===== config.mk =====
export PLATFORM = sky130hd
export DESIGN_NAME = half_bridge_current_limit_ctrl
export DESIGN_NICKNAME = d
export VERILOG_FILES = /design/src/shared/hbridge_pkg.sv /design/src/core/half_bridge_current_limit_ctrl.sv
export VERILOG_INCLUDE_DIRS = /design/src /design/src/shared
export SDC_FILE = /design/constraint.sdc
export NUM_CORES = 1
export LEC_CHECK = 0
export BUFFER_PORTS_ARGS = -buffer_cell sky130_fd_sc_hd__buf_4
export CORE_MARGIN = 4
export CORE_UTILIZATION = 54
export DETAILED_ROUTE_END_ITERATION = 12
export PLACE_DENSITY = 0.8
export SYNTH_ARGS = -nofsm -noshare
export SYNTH_HDL_FRONTEND = slang
export SYNTH_SLANG_ARGS = --single-unit
export TNS_END_PERCENT = 1

===== constraint.sdc =====
create_clock -name clk_sys -period 7.31 [get_ports clk_sys]
set_clock_uncertainty 0.05 [all_clocks]
set_input_delay 0.731 -clock clk_sys [delete_from_list [all_inputs] [get_ports clk_sys]]
set_output_delay 0.731 -clock clk_sys [all_outputs]
set_load 0.05 [all_outputs]

===== src/shared/hbridge_defines.svh =====
// Contract
// - In a current-limit mode, a conduction cycle whose phase current goes past the threshold is ended; the code ends only low-side conduction cycles.
// - Current limiting is off while the limit level sits at half the analog supply rail.
// - A level 0.4 V below half the rail gives the 8 A maximum, and levels between scale linearly.
// - A phase input held at full duty is chopped into cycles by an internal pulse so limiting still works.
// - The internal full-duty pulse runs at 20 kHz or 40 kHz, as the rate select pin chooses.
// - With both enables of a brushed pair high, both inputs low brake low and both inputs high drive high.
// - Sense feedback is given only while the low-side device conducts, so high-side loads get none.
// - The plain modes give sense feedback during low-side conduction but apply no limiting.
`ifndef HBRIDGE_DEFINES_SVH
`define HBRIDGE_DEFINES_SVH

// ****************************************************************
// Clock and timing
// ****************************************************************
`define CLK_SYS_HZ 50000000
`define FULL_DUTY_SLOW_HZ 20000
`define FULL_DUTY_FAST_HZ 40000
`define FULL_DUTY_SLOW_CYC (`CLK_SYS_HZ / `FULL_DUTY_SLOW_HZ)
`define FULL_DUTY_FAST_CYC (`CLK_SYS_HZ / `FULL_DUTY_FAST_HZ)

// ****************************************************************
// Current limit scaling
// ****************************************************************
`define LIMIT_SPAN_MV 400
`define LIMIT_MAX_MA 8000

// ****************************************************************
// Pin vector layout after synchronising
// ****************************************************************
`define PIN_IN_LSB 0
`define PIN_EN_LSB 3
`define PIN_MODE_LSB 6
`define PIN_RATE_BIT 8
`define PIN_COUNT 9

`endif


===== src/shared/hbridge_pkg.sv =====
package hbridge_pkg;

    typedef enum logic [1:0] {
        MODE_SIX_PWM,
        MODE_THREE_PWM,
        MODE_SIX_PWM_LIMIT,
        MODE_THREE_PWM_LIMIT
    } pwm_mode_e;

    typedef logic [13:0] current_ma_t;
    typedef logic [11:0] level_mv_t;

endpackage : hbridge_pkg


===== src/core/half_bridge_current_limit_ctrl.sv =====
`timescale 1ns/1ns
`default_nettype none
`include "hbridge_defines.svh"

module half_bridge_current_limit_ctrl #(
    parameter int PHASES = 3
) (
    input wire logic clk_sys,
    input wire logic rst_n,
    input wire logic [2:0] phase_input,
    input wire logic [2:0] phase_enable,
    input wire logic [1:0] pwm_mode_sel,
    input wire logic full_duty_rate_sel,
    input wire hbridge_pkg::level_mv_t current_limit_level,
    input wire hbridge_pkg::level_mv_t analog_supply_rail,
    input wire hbridge_pkg::current_ma_t phase_current [3],
    output logic [2:0] phase_output,
    output logic [2:0] phase_output_oe,
    output logic [2:0] current_sense_valid,
    output hbridge_pkg::current_ma_t current_sense_output [3],
    output logic [2:0] limit_active
);
    import hbridge_pkg::*;

    localparam logic [11:0] SLOW_CYC = 12'(`FULL_DUTY_SLOW_CYC);
    localparam logic [11:0] FAST_CYC = 12'(`FULL_DUTY_FAST_CYC);
    localparam logic [12:0] SPAN_MV = 13'(`LIMIT_SPAN_MV);
    localparam logic [13:0] MA_PER_MV = 14'(`LIMIT_MAX_MA / `LIMIT_SPAN_MV);
    localparam logic [13:0] MAX_MA = 14'(`LIMIT_MAX_MA);

    // ****************************************************************
    // Helper functions
    // ****************************************************************
    function automatic logic is_limit_mode(input pwm_mode_e mode);
        return (mode == MODE_SIX_PWM_LIMIT) || (mode == MODE_THREE_PWM_LIMIT);
    endfunction : is_limit_mode

    function automatic current_ma_t limit_threshold(input logic signed [12:0] offset);
        // Past the full span the threshold is pinned, so a low level cannot wrap the product.
        if (offset >= signed'(SPAN_MV)) begin
            return MAX_MA;
        end
        return 14'(offset[9:0] * MA_PER_MV);
    endfunction : limit_threshold

    function automatic logic [11:0] tick_last(input logic fast);
        // The count ends one short of the period because zero is a counted state.
        if (fast) begin
            return FAST_CYC - 12'h001;
        end
        return SLOW_CYC - 12'h001;
    endfunction : tick_last

    // ****************************************************************
    // Pin synchronisers
    // ****************************************************************
    logic [`PIN_COUNT-1:0] pin_raw;
    // Three stages are used so that a metastable first stage never reaches the compare.
    logic [`PIN_COUNT-1:0] sync1_ff;
    logic [`PIN_COUNT-1:0] sync2_ff;
    logic [`PIN_COUNT-1:0] sync3_ff;
    logic [`PIN_COUNT-1:0] pin_ff;
    logic [`PIN_COUNT-1:0] nxt_sync1;
    logic [`PIN_COUNT-1:0] nxt_sync2;
    logic [`PIN_COUNT-1:0] nxt_sync3;
    logic [`PIN_COUNT-1:0] nxt_pin;

    assign pin_raw = {full_duty_rate_sel, pwm_mode_sel, phase_enable, phase_input};

    always_comb begin
        nxt_sync1 = pin_raw;
        nxt_sync2 = sync1_ff;
        nxt_sync3 = sync2_ff;
        nxt_pin = pin_ff;
        // A pin change is accepted only once two late stages agree.
        for (int b = 0; b < `PIN_COUNT; b++) begin
            if (sync2_ff[b] == sync3_ff[b]) begin
                nxt_pin[b] = sync3_ff[b];
            end
        end
    end

    always_ff @(posedge clk_sys) begin
        if (!rst_n) begin
            sync1_ff <= '0;
            sync2_ff <= '0;
            sync3_ff <= '0;
            pin_ff <= '0;
        end else begin
            sync1_ff <= nxt_sync1;
            sync2_ff <= nxt_sync2;
            sync3_ff <= nxt_sync3;
            pin_ff <= nxt_pin;
        end
    end

    // ****************************************************************
    // Accepted pin values
    // ****************************************************************
    logic [2:0] in_s;
    logic [2:0] en_s;
    pwm_mode_e mode_s;
    logic limit_mode;
    assign in_s = pin_ff[`PIN_IN_LSB +: 3];
    assign en_s = pin_ff[`PIN_EN_LSB +: 3];
    assign mode_s = pwm_mode_e'(pin_ff[`PIN_MODE_LSB +: 2]);
    // The plain modes share the decode but never enable the limiter.
    assign limit_mode = is_limit_mode(mode_s);

    // ****************************************************************
    // Threshold from the limit level
    // ****************************************************************
    logic signed [12:0] offset_mv;
    logic limit_on;
    current_ma_t threshold_ma;

    always_comb begin
        offset_mv = signed'({2'b00, analog_supply_rail[11:1]})
                  - signed'({1'b0, current_limit_level});
        // At or above mid-rail the limiter stands down.
        limit_on = limit_mode && (offset_mv > 13'sd0);
        threshold_ma = limit_threshold(offset_mv);
    end

    // ****************************************************************
    // Internal full-duty pulse
    // ****************************************************************
    // The pulse runs free from reset; a user sees the first chop release at any phase of it.
    logic [11:0] tick_cnt_ff;
    logic [11:0] nxt_tick_cnt;
    logic tick_ff;
    logic nxt_tick;

    always_comb begin
        nxt_tick = 1'b0;
        nxt_tick_cnt = tick_cnt_ff + 12'h001;
        if (tick_cnt_ff >= tick_last(pin_ff[`PIN_RATE_BIT])) begin
            nxt_tick_cnt = 12'h000;
            nxt_tick = 1'b1;
        end
    end

    always_ff @(posedge clk_sys) begin
        if (!rst_n) begin
            tick_cnt_ff <= 12'h000;
            tick_ff <= 1'b0;
        end else begin
            tick_cnt_ff <= nxt_tick_cnt;
            tick_ff <= nxt_tick;
        end
    end

    // ****************************************************************
    // Phase decode, chopping and sense
    // ****************************************************************
    // Chopping only acts on low-side conduction, since high-side current is never sensed.
    logic [2:0] in_prev_ff;
    logic [2:0] nxt_in_prev;
    logic [2:0] chop_ff;
    logic [2:0] nxt_chop;
    logic [2:0] out_ff;
    logic [2:0] oe_ff;
    logic [2:0] sv_ff;
    logic [2:0] nxt_out;
    logic [2:0] nxt_oe;
    logic [2:0] nxt_sv;
    current_ma_t so_ff [3];
    current_ma_t nxt_so [3];

    always_comb begin
        nxt_in_prev = in_s;
        for (int p = 0; p < PHASES; p++) begin
            nxt_chop[p] = chop_ff[p];
            // A new input edge or the internal pulse opens a fresh cycle.
            if ((in_s[p] != in_prev_ff[p]) || tick_ff || !limit_on || !en_s[p]) begin
                nxt_chop[p] = 1'b0;
            end else if (oe_ff[p] && !out_ff[p] && (phase_current[p] > threshold_ma)) begin
                nxt_chop[p] = 1'b1;
            end
            nxt_oe[p] = en_s[p] && !nxt_chop[p];
            nxt_out[p] = en_s[p] && in_s[p];
            // Only the low-side path passes the sense device.
            nxt_sv[p] = nxt_oe[p] && !nxt_out[p];
            nxt_so[p] = nxt_sv[p] ? phase_current[p] : '0;
        end
    end

    always_ff @(posedge clk_sys) begin
        if (!rst_n) begin
            in_prev_ff <= '0;
            chop_ff <= '0;
            out_ff <= '0;
            oe_ff <= '0;
            sv_ff <= '0;
            for (int p = 0; p < PHASES; p++) begin
                so_ff[p] <= '0;
            end
        end else begin
            in_prev_ff <= nxt_in_prev;
            chop_ff <= nxt_chop;
            out_ff <= nxt_out;
            oe_ff <= nxt_oe;
            sv_ff <= nxt_sv;
            so_ff <= nxt_so;
        end
    end

    // ****************************************************************
    // Outputs
    // ****************************************************************
    // Every output is a register, so the pins never show decode glitches.
    assign phase_output = out_ff;
    assign phase_output_oe = oe_ff;
    assign current_sense_valid = sv_ff;
    assign current_sense_output = so_ff;
    assign limit_active = chop_ff;

endmodule : half_bridge_current_limit_ctrl
`default_nettype wire


==> results.sh, run 1 <==
export IMPL_crit_slowest_cell="o211ai_2"
export IMPL_initial_core_util_pct=55.7
export IMPL_cap_viol_max_count=0
export IMPL_regToRegStartpoint="pin_ff[7]"
export IMPL_grt_max_degree=48
export IMPL_min_path_type="register to register"
export IMPL_muxShareOfSynthArea_pct=0.551
export IMPL_finalSetupViolCount=0
export IMPL_antenna_cells=0
export IMPL_synth_area_per_cell_um2=9.17
export IMPL_drt_iter0_markers=170
export IMPL_cts_made_buffers=9
export IMPL_synthSimpleGateAreaFrac_pct=23.5
export IMPL_rsz0062_at_grt="false"
export IMPL_synthArstFlopShare_pct=0
export IMPL_dp_hpwl_um=10100
export IMPL_root_buffer="clkbuf_8"
export IMPL_ys_flop_type="dfxtp_1"
export IMPL_post_cts_buffers=0
export IMPL_max_vdd_ir_drop_v=0.000136
export IMPL_syn_num_nets=738
export IMPL_start_kind="input port"
export IMPL_dr_pass1_iters=4
export IMPL_yosys_register_bits=102
export IMPL_timing_final_ws_setup_ns=0.912
export IMPL_min_period_over_period_pct=87.5
export IMPL_final_util_pct=68.7
export IMPL_cts_hold_buf=0
export IMPL_final_cell_mix="buf_4 (129), dfxtp_1 (102), ha_1 (65)"
export IMPL_synth_edf_count=0
export IMPL_drtAntennaViolNets=0
export IMPL_nNetsFinal=859
export IMPL_crit_top_cell="ha_1"
export IMPL_yosysSeqAreaShare_pct=37.5
export IMPL_core_area_mm2=0.00977
export IMPL_synthAdderAreaFrac_pct=15.9
export IMPL_clock_latency_ns=0.36
export IMPL_hold_violations=0
export IMPL_crit_buf_inv=2
export IMPL_layout_commonest_cell="buf_4"
export IMPL_wirelength_um=12600
export IMPL_cts_buffer_depth=2
export IMPL_dieHeight_um=108
export IMPL_place_worst_setup_slack_ns=0.634
export IMPL_synth_top_area_share_pct=37.5
export IMPL_wl_per_cell_um=14.7
export IMPL_grt_pass1_vias=4543
export IMPL_slew_viol_final=0
export IMPL_htreeDepth=3
export IMPL_synthXorXnorAreaFrac_pct=4.18
export IMPL_powerDensity_mw_per_mm2=234
export IMPL_clk_transition_reported_paths_ns=0.09
export IMPL_antenna_found_initial=0
export IMPL_crit_path_max_fanout=16
export IMPL_slowest_delay_ns=0.66
export IMPL_synth_area_leaders="dfxtp_1 (38%), ha_1 (15%), and2_1 (5.5%)"
export IMPL_globalRouteOverflowTotal=0
export IMPL_dieArea_mm2=0.0118
export IMPL_routed_via_density=5.37
export IMPL_synth_cell_type_count=55
export IMPL_multi_input_area_mm2=0.00318
export IMPL_io_buffers=128
export IMPL_gp_congestion=0.906
export IMPL_crit_path_start="current_limit_level[4]"
export IMPL_worst_slew_pin_slew_ns=0.789
export IMPL_status="completed"
export IMPL_min_period_ns=6.40
export IMPL_drive_gt1_share_pct=21.3
export IMPL_cpLargestDelayFamily="compound AO/OA/AOI/OAI gates"
export IMPL_holdWs_ns=0.391
export IMPL_vias=4581
export IMPL_cts_repair_resize_count=0
export IMPL_slew_headroom_pct=47.3
export IMPL_synth_compound_area_share_pct=14.2
export IMPL_end_kind="register"
export IMPL_syn_area_mm2=0.00545
export IMPL_synth_cells=594
export IMPL_io_pins=131
export IMPL_cts_tree="done"
export IMPL_p_leak_nw=3.09
export IMPL_drcViolationCount=0
export IMPL_synth_top_area_cell="dfxtp_1"
export IMPL_worstSetupPathType="input port to register"
export IMPL_num_rows=36
export IMPL_seq_area_mm2=0.00204
export IMPL_grt_pass1_wl_um=20400
export IMPL_hold_start="nxt_sync2[1]"
export IMPL_ys_warn_count=0
export IMPL_crit_arrival_ns=6.55
export IMPL_cts_sinks=102
export IMPL_crit_required_ns=7.46
export IMPL_max_clock_freq_mhz=156
export IMPL_syn2layout_area_growth_pct=23.2
export IMPL_nFillCells=780
export IMPL_finalSetupTns_ns=0
export IMPL_die_w_um=108
export IMPL_synth_top_family_by_area="simple AND/OR/NAND/NOR gates"
export IMPL_grt_usage_pct=21.6
[report_power, final]
group          switching, mW  internal, mW  leakage (nW)
clock network          0.199         0.173         0.110
logic                  0.352         0.277          2.15
registers            0.00377         0.562         0.826
total                  0.555          1.01          3.09
[through the flow]
step | area [µm²] | std cells | power, mW
after floorplan | 5450 | 594 | 1.04
after global placement | 6490 | 837 | 1.18
after detailed placement | 6490 | 837 | 1.20
after CTS | 6710 | 853 | 1.58
after global routing | 6710 | 853 | 1.69
final | 6710 | 853 | 1.57
[flip-flops by register name, summed over array words and instances (netlist names)]
name	flops
current_sense_output	42
current_sense_valid	3
in_prev_ff	3
limit_active	3
nxt_sync2	8
nxt_sync3	8
phase_output	3
phase_output_oe	3
pin_ff	8
sync3_ff	8
tick_cnt_ff	12
tick_ff	1
[per-layer routing]
metal  vias to the layer above  global-route usage [%]  wire [µm]
li1                       2327                       -          -
met1                      2096                    25.1       5160
met2                       127                    38.4       6250
met3                        31                    4.48        801
met4                         0                    8.84        367
met5                         -                       0          0
[synthesized netlist by cell type (10+ instances only)]
library cell and instances:
dfxtp_1 102, ha_1 65, and2_1 48, nand2_1 39, inv_1 37, a21oi_1 30
nor3b_1 30, nor2_1 29, o21ai_0 21, xnor2_1 20, clkbuf_1 14, nor3_1 13
nand3_1 12, a21o_1 11, nor2b_1 11, and3_1 10
[cells by family (layout without fill, tap and decap cells)]
family,count (synthesis),count (layout)
mux,3,3
fa+ha+maj,68,68
xor+xnor,26,26
flops,102,102
simple gates,226,226
compound gates,113,113
buf+inv,56,182
[path summary, 6_finish.rpt]
| check | endpoint | slack [ns] | cells after the start |
|---|---|---|---|
| worst min register to register | nxt_sync3[1] | 0.39 | 1 |
| worst max register to register | current_sense_output[13] | 4.97 | 6 |
| worst min-delay path | nxt_sync3[1] | 0.39 | 1 |
| worst max-delay path | current_sense_output[13] | 0.91 | 28 |
[final cells by class]
cell class	count	share of cell area, %
multi-input cells	436	47.3
flip-flops and latches	102	30.4
repair buffers	129	14.4
well taps	133	2.48
inverters	37	2.07
clock buffers	10	2.05
clock inverters	6	1.21
Note: power is estimated with default switching activity, not from simulation.
==> run 2: changes to the inputs <==
--- a/config.mk
+++ b/config.mk
@@ -6,6 +6,7 @@
 export SDC_FILE = /design/constraint.sdc
 export NUM_CORES = 1
 export LEC_CHECK = 0
+export ABC_AREA = 1
 export BUFFER_PORTS_ARGS = -buffer_cell sky130_fd_sc_hd__buf_4
 export CORE_MARGIN = 4
 export CORE_UTILIZATION = 54
==> run 2 against run 1 <==
  * Core utilization is 0.43 points higher
  * Flip-flop and latch count stayed put
  * Hold slack worse by 0.018 ns
  * Non-clock buffer count is 1 lower
  * Clock-buffer cell count is 1 lower
  * Sequential share of layout area is 0.46 points lower
  * Design area is 1.5% higher
  * Synthesized area is 1.8% higher
==> results.sh, run 2 <==
export IMPL_p_sw_share_pct=38.1
export IMPL_wl_per_cell_um=12.5
export IMPL_dr_pass1_iters=5
export IMPL_cts_tree="done"
export IMPL_routed_via_density=4.85
export IMPL_ys_flop_type="dfxtp_1"
export IMPL_powerDensity_mw_per_mm2=221
export IMPL_wl_met3_um=841
export IMPL_p_leak_nw=3.93
export IMPL_cap_viol_max_count=0
export IMPL_synth_cells=739
export IMPL_finalPower_mw=1.50
export IMPL_crit_top_cell="nand2_1"
export IMPL_crit_path_max_fanout=15
export IMPL_clk_transition_reported_paths_ns=0.11
export IMPL_min_period_over_period_pct=74.7
export IMPL_cpLargestDelayFamily="simple AND/OR/NAND/NOR gates"
export IMPL_min_period_ns=5.46
export IMPL_muxShareOfSynthArea_pct=0
export IMPL_cts_made_buffers=9
export IMPL_synthXorXnorAreaFrac_pct=2.21
export IMPL_clock_latency_ns=0.37
export IMPL_synth_area_per_cell_um2=7.50
export IMPL_top_layer="met4"
export IMPL_post_cts_buffers=0
export IMPL_nFillCells=849
export IMPL_synth_edf_count=0
export IMPL_dieHeight_um=109
export IMPL_synth_top_area_cell="dfxtp_1"
export IMPL_synth_top_family_by_area="simple AND/OR/NAND/NOR gates"
export IMPL_drive_gt1_share_pct=22.2
export IMPL_nNetsFinal=1014
export IMPL_slew_viol_final=0
export IMPL_timing_final_ws_setup_ns=1.85
export IMPL_drcViolationCount=0
export IMPL_cts_repair_resize_count=0
export IMPL_layout_commonest_cell="inv_1"
export IMPL_syn2layout_area_growth_pct=22.9
export IMPL_synthAdderAreaFrac_pct=15.4
export IMPL_max_vdd_ir_drop_v=0.000151
export IMPL_root_buffer="clkbuf_8"
export IMPL_place_area_mm2=0.00660
export IMPL_largest_register_ffs=42
export IMPL_drtAntennaViolNets=0
export IMPL_yosysSeqAreaShare_pct=36.8
export IMPL_vias=4892
export IMPL_grt_max_degree=35
export IMPL_switchingPower_mw=0.574
export IMPL_synth_compound_area_share_pct=6.14
export IMPL_clockPowerShare_pct=24.4
export IMPL_worst_slew_pin_slew_ns=0.527
export IMPL_place_worst_setup_slack_ns=1.49
export IMPL_max_clock_freq_mhz=183
export IMPL_finalSetupViolCount=0
export IMPL_dp_hpwl_um=10300
export IMPL_place_inst=992
export IMPL_end_kind="register"
export IMPL_core_area_mm2=0.00986
export IMPL_gp_congestion=0.933
export IMPL_final_util_pct=69.1
export IMPL_crit_slowest_cell="fa_1"
export IMPL_synth_area_leaders="dfxtp_1 (37%), ha_1 (15%), inv_1 (12%)"
export IMPL_grt_pass1_vias=4884
export IMPL_globalRouteOverflowTotal=0
export IMPL_syn_area_mm2=0.00555
export IMPL_num_rows=36
export IMPL_m1WireLength_um=5210
export IMPL_slowest_delay_ns=0.46
export IMPL_crit_arrival_ns=5.72
export IMPL_wirelength_um=12600
export IMPL_layout_cells_non_filler=1008
export IMPL_dieArea_mm2=0.0120
export IMPL_min_path_type="register to register"
export IMPL_synthArstFlopShare_pct=0
export IMPL_io_buffers=128
export IMPL_synth_top_area_share_pct=36.8
export IMPL_antenna_cells=0
export IMPL_synthSimpleGateAreaFrac_pct=26.5
export IMPL_design_area_mm2=0.00681
export IMPL_start_kind="input port"
export IMPL_slew_headroom_pct=64.6
export IMPL_grt_pass1_wl_um=21200
export IMPL_io_pins=131
export IMPL_wl_met2_um=6200
export IMPL_ys_warn_count=0
export IMPL_synth_commonest_cells="inv_1 (170), nand2_1 (154), dfxtp_1 (102)"
export IMPL_worstSetupPathType="input port to register"
export IMPL_holdWs_ns=0.372
export IMPL_initial_core_util_pct=56.2
export IMPL_synth_cell_type_count=35
export IMPL_crit_required_ns=7.56
export IMPL_cts_sinks=102
export IMPL_crit_buf_inv=4
export IMPL_rsz0062_at_grt="false"
export IMPL_htreeDepth=3
export IMPL_syn_num_nets=883
export IMPL_cts_hold_buf=0
export IMPL_grt_usage_pct=22.1
export IMPL_status="completed"
export IMPL_power_frac_comb_pct=38.0
export IMPL_antenna_found_initial=0
export IMPL_hold_violations=0
export IMPL_drt_iter0_markers=212
export IMPL_intPower_mw=0.931
export IMPL_die_w_um=109
export IMPL_sequentialPowerShare_pct=37.6
export IMPL_finalSetupTns_ns=0
export IMPL_yosysMostFrequentCell="inv_1"
export IMPL_final_cell_mix="inv_1 (170), nand2_1 (154), buf_4 (128)"
export IMPL_yosys_register_bits=102
export IMPL_cts_buffer_depth=2
-- run 2: changes by cell type after synthesis, sizes merged, moves of 11 or more --
cell   before  now
nor2       29   97
inv        37  172
o21ai      22    9
nand2      39  164
nor3b      30    3
nand3      12   31
and2       49    1
xnor2      20    6
nor2b      11    0
-- run 2: metal layers --
metal  vias to the layer above  global-route usage (%)
li1                       2517                       -
met1                      2185                    26.9
met2                       157                    39.5
met3                        33                    2.94
met4                         0                    8.82
met5                         -                       0
-- run 2: area by class of cell --
| class | count | area [µm²] | share of cell area [%] |
|---|---|---|---|
| Clock buffer | 9 | 124 | 1.82 |
| Tap cell | 133 | 166 | 2.44 |
| Multi-Input combinational cell | 457 | 2780 | 40.9 |
| Timing Repair Buffer | 128 | 961 | 14.1 |
| Inverter | 172 | 646 | 9.47 |
| Clock inverter | 7 | 91.3 | 1.34 |
| Sequential cell | 102 | 2040 | 30.0 |
-- run 2: final timing paths --
| check | startpoint | to | slack, ns | cells past startpoint |
|---|---|---|---|---|
| max | current_limit_level[0] | current_sense_output[0] | 1.85 | 30 |
| min | nxt_sync2[4] | nxt_sync3[4] | 0.37 | 2 |
| max reg2reg | pin_ff[8] | tick_cnt_ff[2] | 5.17 | 9 |
| min reg2reg | nxt_sync2[4] | nxt_sync3[4] | 0.37 | 2 |
-- run 2: power groups by stage --
stage / Combinational (mW) / Sequential (mW) / Clock [mW]
after floorplan: 0.413 / 0.579 / 0
after global placement: 0.536 / 0.578 / 0
after detailed placement: 0.561 / 0.579 / 0
after CTS: 0.568 / 0.566 / 0.372
after global routing: 0.672 / 0.567 / 0.391
final: 0.572 / 0.566 / 0.367
-- run 2: tightest hold or removal path, stage by stage, from the launching register on --
cell	delay (ns)
dfxtp_1	0.31
nand2_1	0.05
inv_1	0.03
-- run 2: kinds of logic (layout without fill, tap and decap cells) --
family	Yosys count	in the layout
and+or+nand+nor	317	317
AOI/OAI and AO/OA	59	59
adders and majority gates	67	67
buffers and inverters	180	316
xor gates and xnor gates	14	14
DFF	102	102
==> run 3: changes to the inputs <==
--- a/config.mk
+++ b/config.mk
@@ -6,7 +6,7 @@
 export SDC_FILE = /design/constraint.sdc
 export NUM_CORES = 1
 export LEC_CHECK = 0
-export ABC_AREA = 1
+export ABC_AREA = 0
 export BUFFER_PORTS_ARGS = -buffer_cell sky130_fd_sc_hd__buf_4
 export CORE_MARGIN = 4
 export CORE_UTILIZATION = 54
==> constraint.sdc (replaced) <==
create_clock -name clk_sys -period 5.65 [get_ports clk_sys]
set_clock_uncertainty 0.05 [all_clocks]
set_input_delay 0.565 -clock clk_sys [delete_from_list [all_inputs] [get_ports clk_sys]]
set_output_delay 0.565 -clock clk_sys [all_outputs]
set_load 0.05 [all_outputs]
==> run 3 against run 2 <==
  * Hold slack got worse by 0.028 ns
  * Die area shrank 1.7%
  * Highest routed layer is now met5
  * Flip-flop and latch count stayed put
  * Sequential share of layout area down 2.2 points
  * Largest cell class unchanged
  * Final cell count decreased by 10%
  * First-iteration DRC count rose by 14%
  * Core utilization grew 6.1 points
  * Critical path depth unchanged
  * Clock-buffer cell count unchanged
  * Design area is 7.9% higher
  * Routed wire length is 17% higher
  * Critical endpoint is now current_sense_output[12]
==> results.sh, run 3 (synthesis results as in run 1) <==
export IMPL_status="completed"
export IMPL_min_period_ns=5.59
export IMPL_wirelength_um=14700
export IMPL_powerDensity_mw_per_mm2=320
export IMPL_syn2layout_area_growth_pct=35.0
export IMPL_io_buffers=128
export IMPL_cts_made_buffers=9
export IMPL_nFillCells=694
export IMPL_end_kind="register"
export IMPL_antenna_cells=0
export IMPL_crit_arrival_ns=5.83
export IMPL_crit_path_max_fanout=4
export IMPL_antenna_found_initial=1
export IMPL_largest_register_ffs=42
export IMPL_drive_gt1_share_pct=31.0
export IMPL_io_pins=131
export IMPL_clk_transition_reported_paths_ns=0.11
export IMPL_rsz0062_at_grt="true"
export IMPL_wl_per_cell_um=16.2
export IMPL_drt_iter0_markers=242
export IMPL_initial_core_util_pct=55.7
export IMPL_cts_tree="done"
export IMPL_start_kind="input port"
export IMPL_gp_congestion=0.918
export IMPL_slew_viol_final=0
export IMPL_design_area_mm2=0.00735
export IMPL_vias=5015
export IMPL_crit_required_ns=5.89
export IMPL_core_area_mm2=0.00977
export IMPL_clock_latency_ns=0.37
export IMPL_place_area_mm2=0.00688
export IMPL_layout_cells_non_filler=907
export IMPL_root_buffer="clkbuf_8"
export IMPL_r2r_cells=11
export IMPL_drtAntennaViolNets=0
export IMPL_num_rows=36
export IMPL_nNetsFinal=913
export IMPL_drcViolationCount=0
export IMPL_hold_path_depth=2
export IMPL_dp_hpwl_um=11100
export IMPL_dieHeight_um=108
export IMPL_worst_slew_pin_slew_ns=0.923
export IMPL_finalPower_mw=2.35
export IMPL_final_cell_mix="buf_4 (180), dfxtp_1 (102), ha_1 (61)"
export IMPL_hold_violations=0
export IMPL_layout_commonest_cell="buf_4"
export IMPL_grt_pass1_wl_um=22100
export IMPL_place_inst=889
export IMPL_die_w_um=108
export IMPL_grt_pass1_vias=4928
export IMPL_globalRouteOverflowTotal=0
export IMPL_cts_buffer_depth=2
export IMPL_worstSetupPathType="input port to register"
export IMPL_min_path_type="input port to register"
export IMPL_grt_usage_pct=23.7
export IMPL_max_vdd_ir_drop_v=0.000169
export IMPL_p_leak_nw=3.41
export IMPL_grt_max_degree=48
export IMPL_finalSetupViolCount=0
export IMPL_dr_pass1_iters=5
export IMPL_htreeDepth=3
export IMPL_min_period_over_period_pct=99.0
export IMPL_crit_slowest_cell="fa_2"
export IMPL_crit_top_cell="a21oi_1"
export IMPL_routed_via_density=5.53
export IMPL_dieArea_mm2=0.0118
export IMPL_max_clock_freq_mhz=179
export IMPL_cts_sinks=102
export IMPL_slew_headroom_pct=38.4
export IMPL_slowest_delay_ns=0.39
export IMPL_cap_viol_max_count=0
-- run 3: routing by layer --
metal,vias up,part of all wire [%],GRT usage [%]
met5,-,0.088,0
met4,2,3.3,9.38
met3,47,6.3,5.43
met2,174,52,44.2
met1,2361,39,25.8
li1,2431,-,-
-- run 3: final timing paths --
kind              slack, ns              startpoint                        to
setup / recovery       0.06  current_limit_level[0]  current_sense_output[12]
hold / removal         0.34       phase_current[15]  current_sense_output[15]
setup reg to reg       3.40               pin_ff[8]            tick_cnt_ff[5]
hold reg to reg        0.39            nxt_sync2[7]              nxt_sync3[7]
-- run 3: worst max-delay path, delay by kind of cell --
family / cells / cell delay (ns)
compound gates: 13 / 2.20
xor+xnor: 2 / 0.27
fa+ha+maj: 5 / 1.52
buf+inv: 5 / 0.72
simple gates: 5 / 0.54
-- run 3: power breakdown --
group | internal, mW | switching [mW]
Sequential | 0.728 | 0.00537
Combinational | 0.520 | 0.571
Clock | 0.258 | 0.268
Total | 1.51 | 0.844
-- run 3: stage by stage --
step | setup slack [ns] | utilization, % | hold slack, ns | TNS [ns]
6_report | 0.0553 | 75.2 | 0.344 | 0
5_1_grt | -0.181 | 75.2 | 0.335 | -2.91
4_1_cts | -0.00723 | 73.0 | 0.336 | -0.00723
3_5_place_dp | -0.560 | 70.4 | 0.367 | -22.35
3_3_place_gp | -0.274 | 70.4 | 0.365 | -7.22
2_1_floorplan | 0.0115 | - | 0.362 | 0
-- run 3: what timing repair did --
action | CTS | global route
setup buffers | 0 | 2
gates cloned | 1 | 0
pin swaps | 1 | 24
resized for setup | 6 | 43
hold endpoints to repair | 0 | 0
endpoints found under the setup margin | 43 | 49
hold buffers | 0 | 0
-- run 3: final cells by class --
cell class | instances | area, µm² | share of cell area, %
clock inverter | 7 | 110 | 1.50
clock buffer | 9 | 124 | 1.69
sequential | 102 | 2040 | 27.8
multi-input combinational | 436 | 3380 | 46.0
tap | 133 | 166 | 2.26
timing repair buffer | 183 | 1390 | 18.8
inverter | 37 | 139 | 1.89
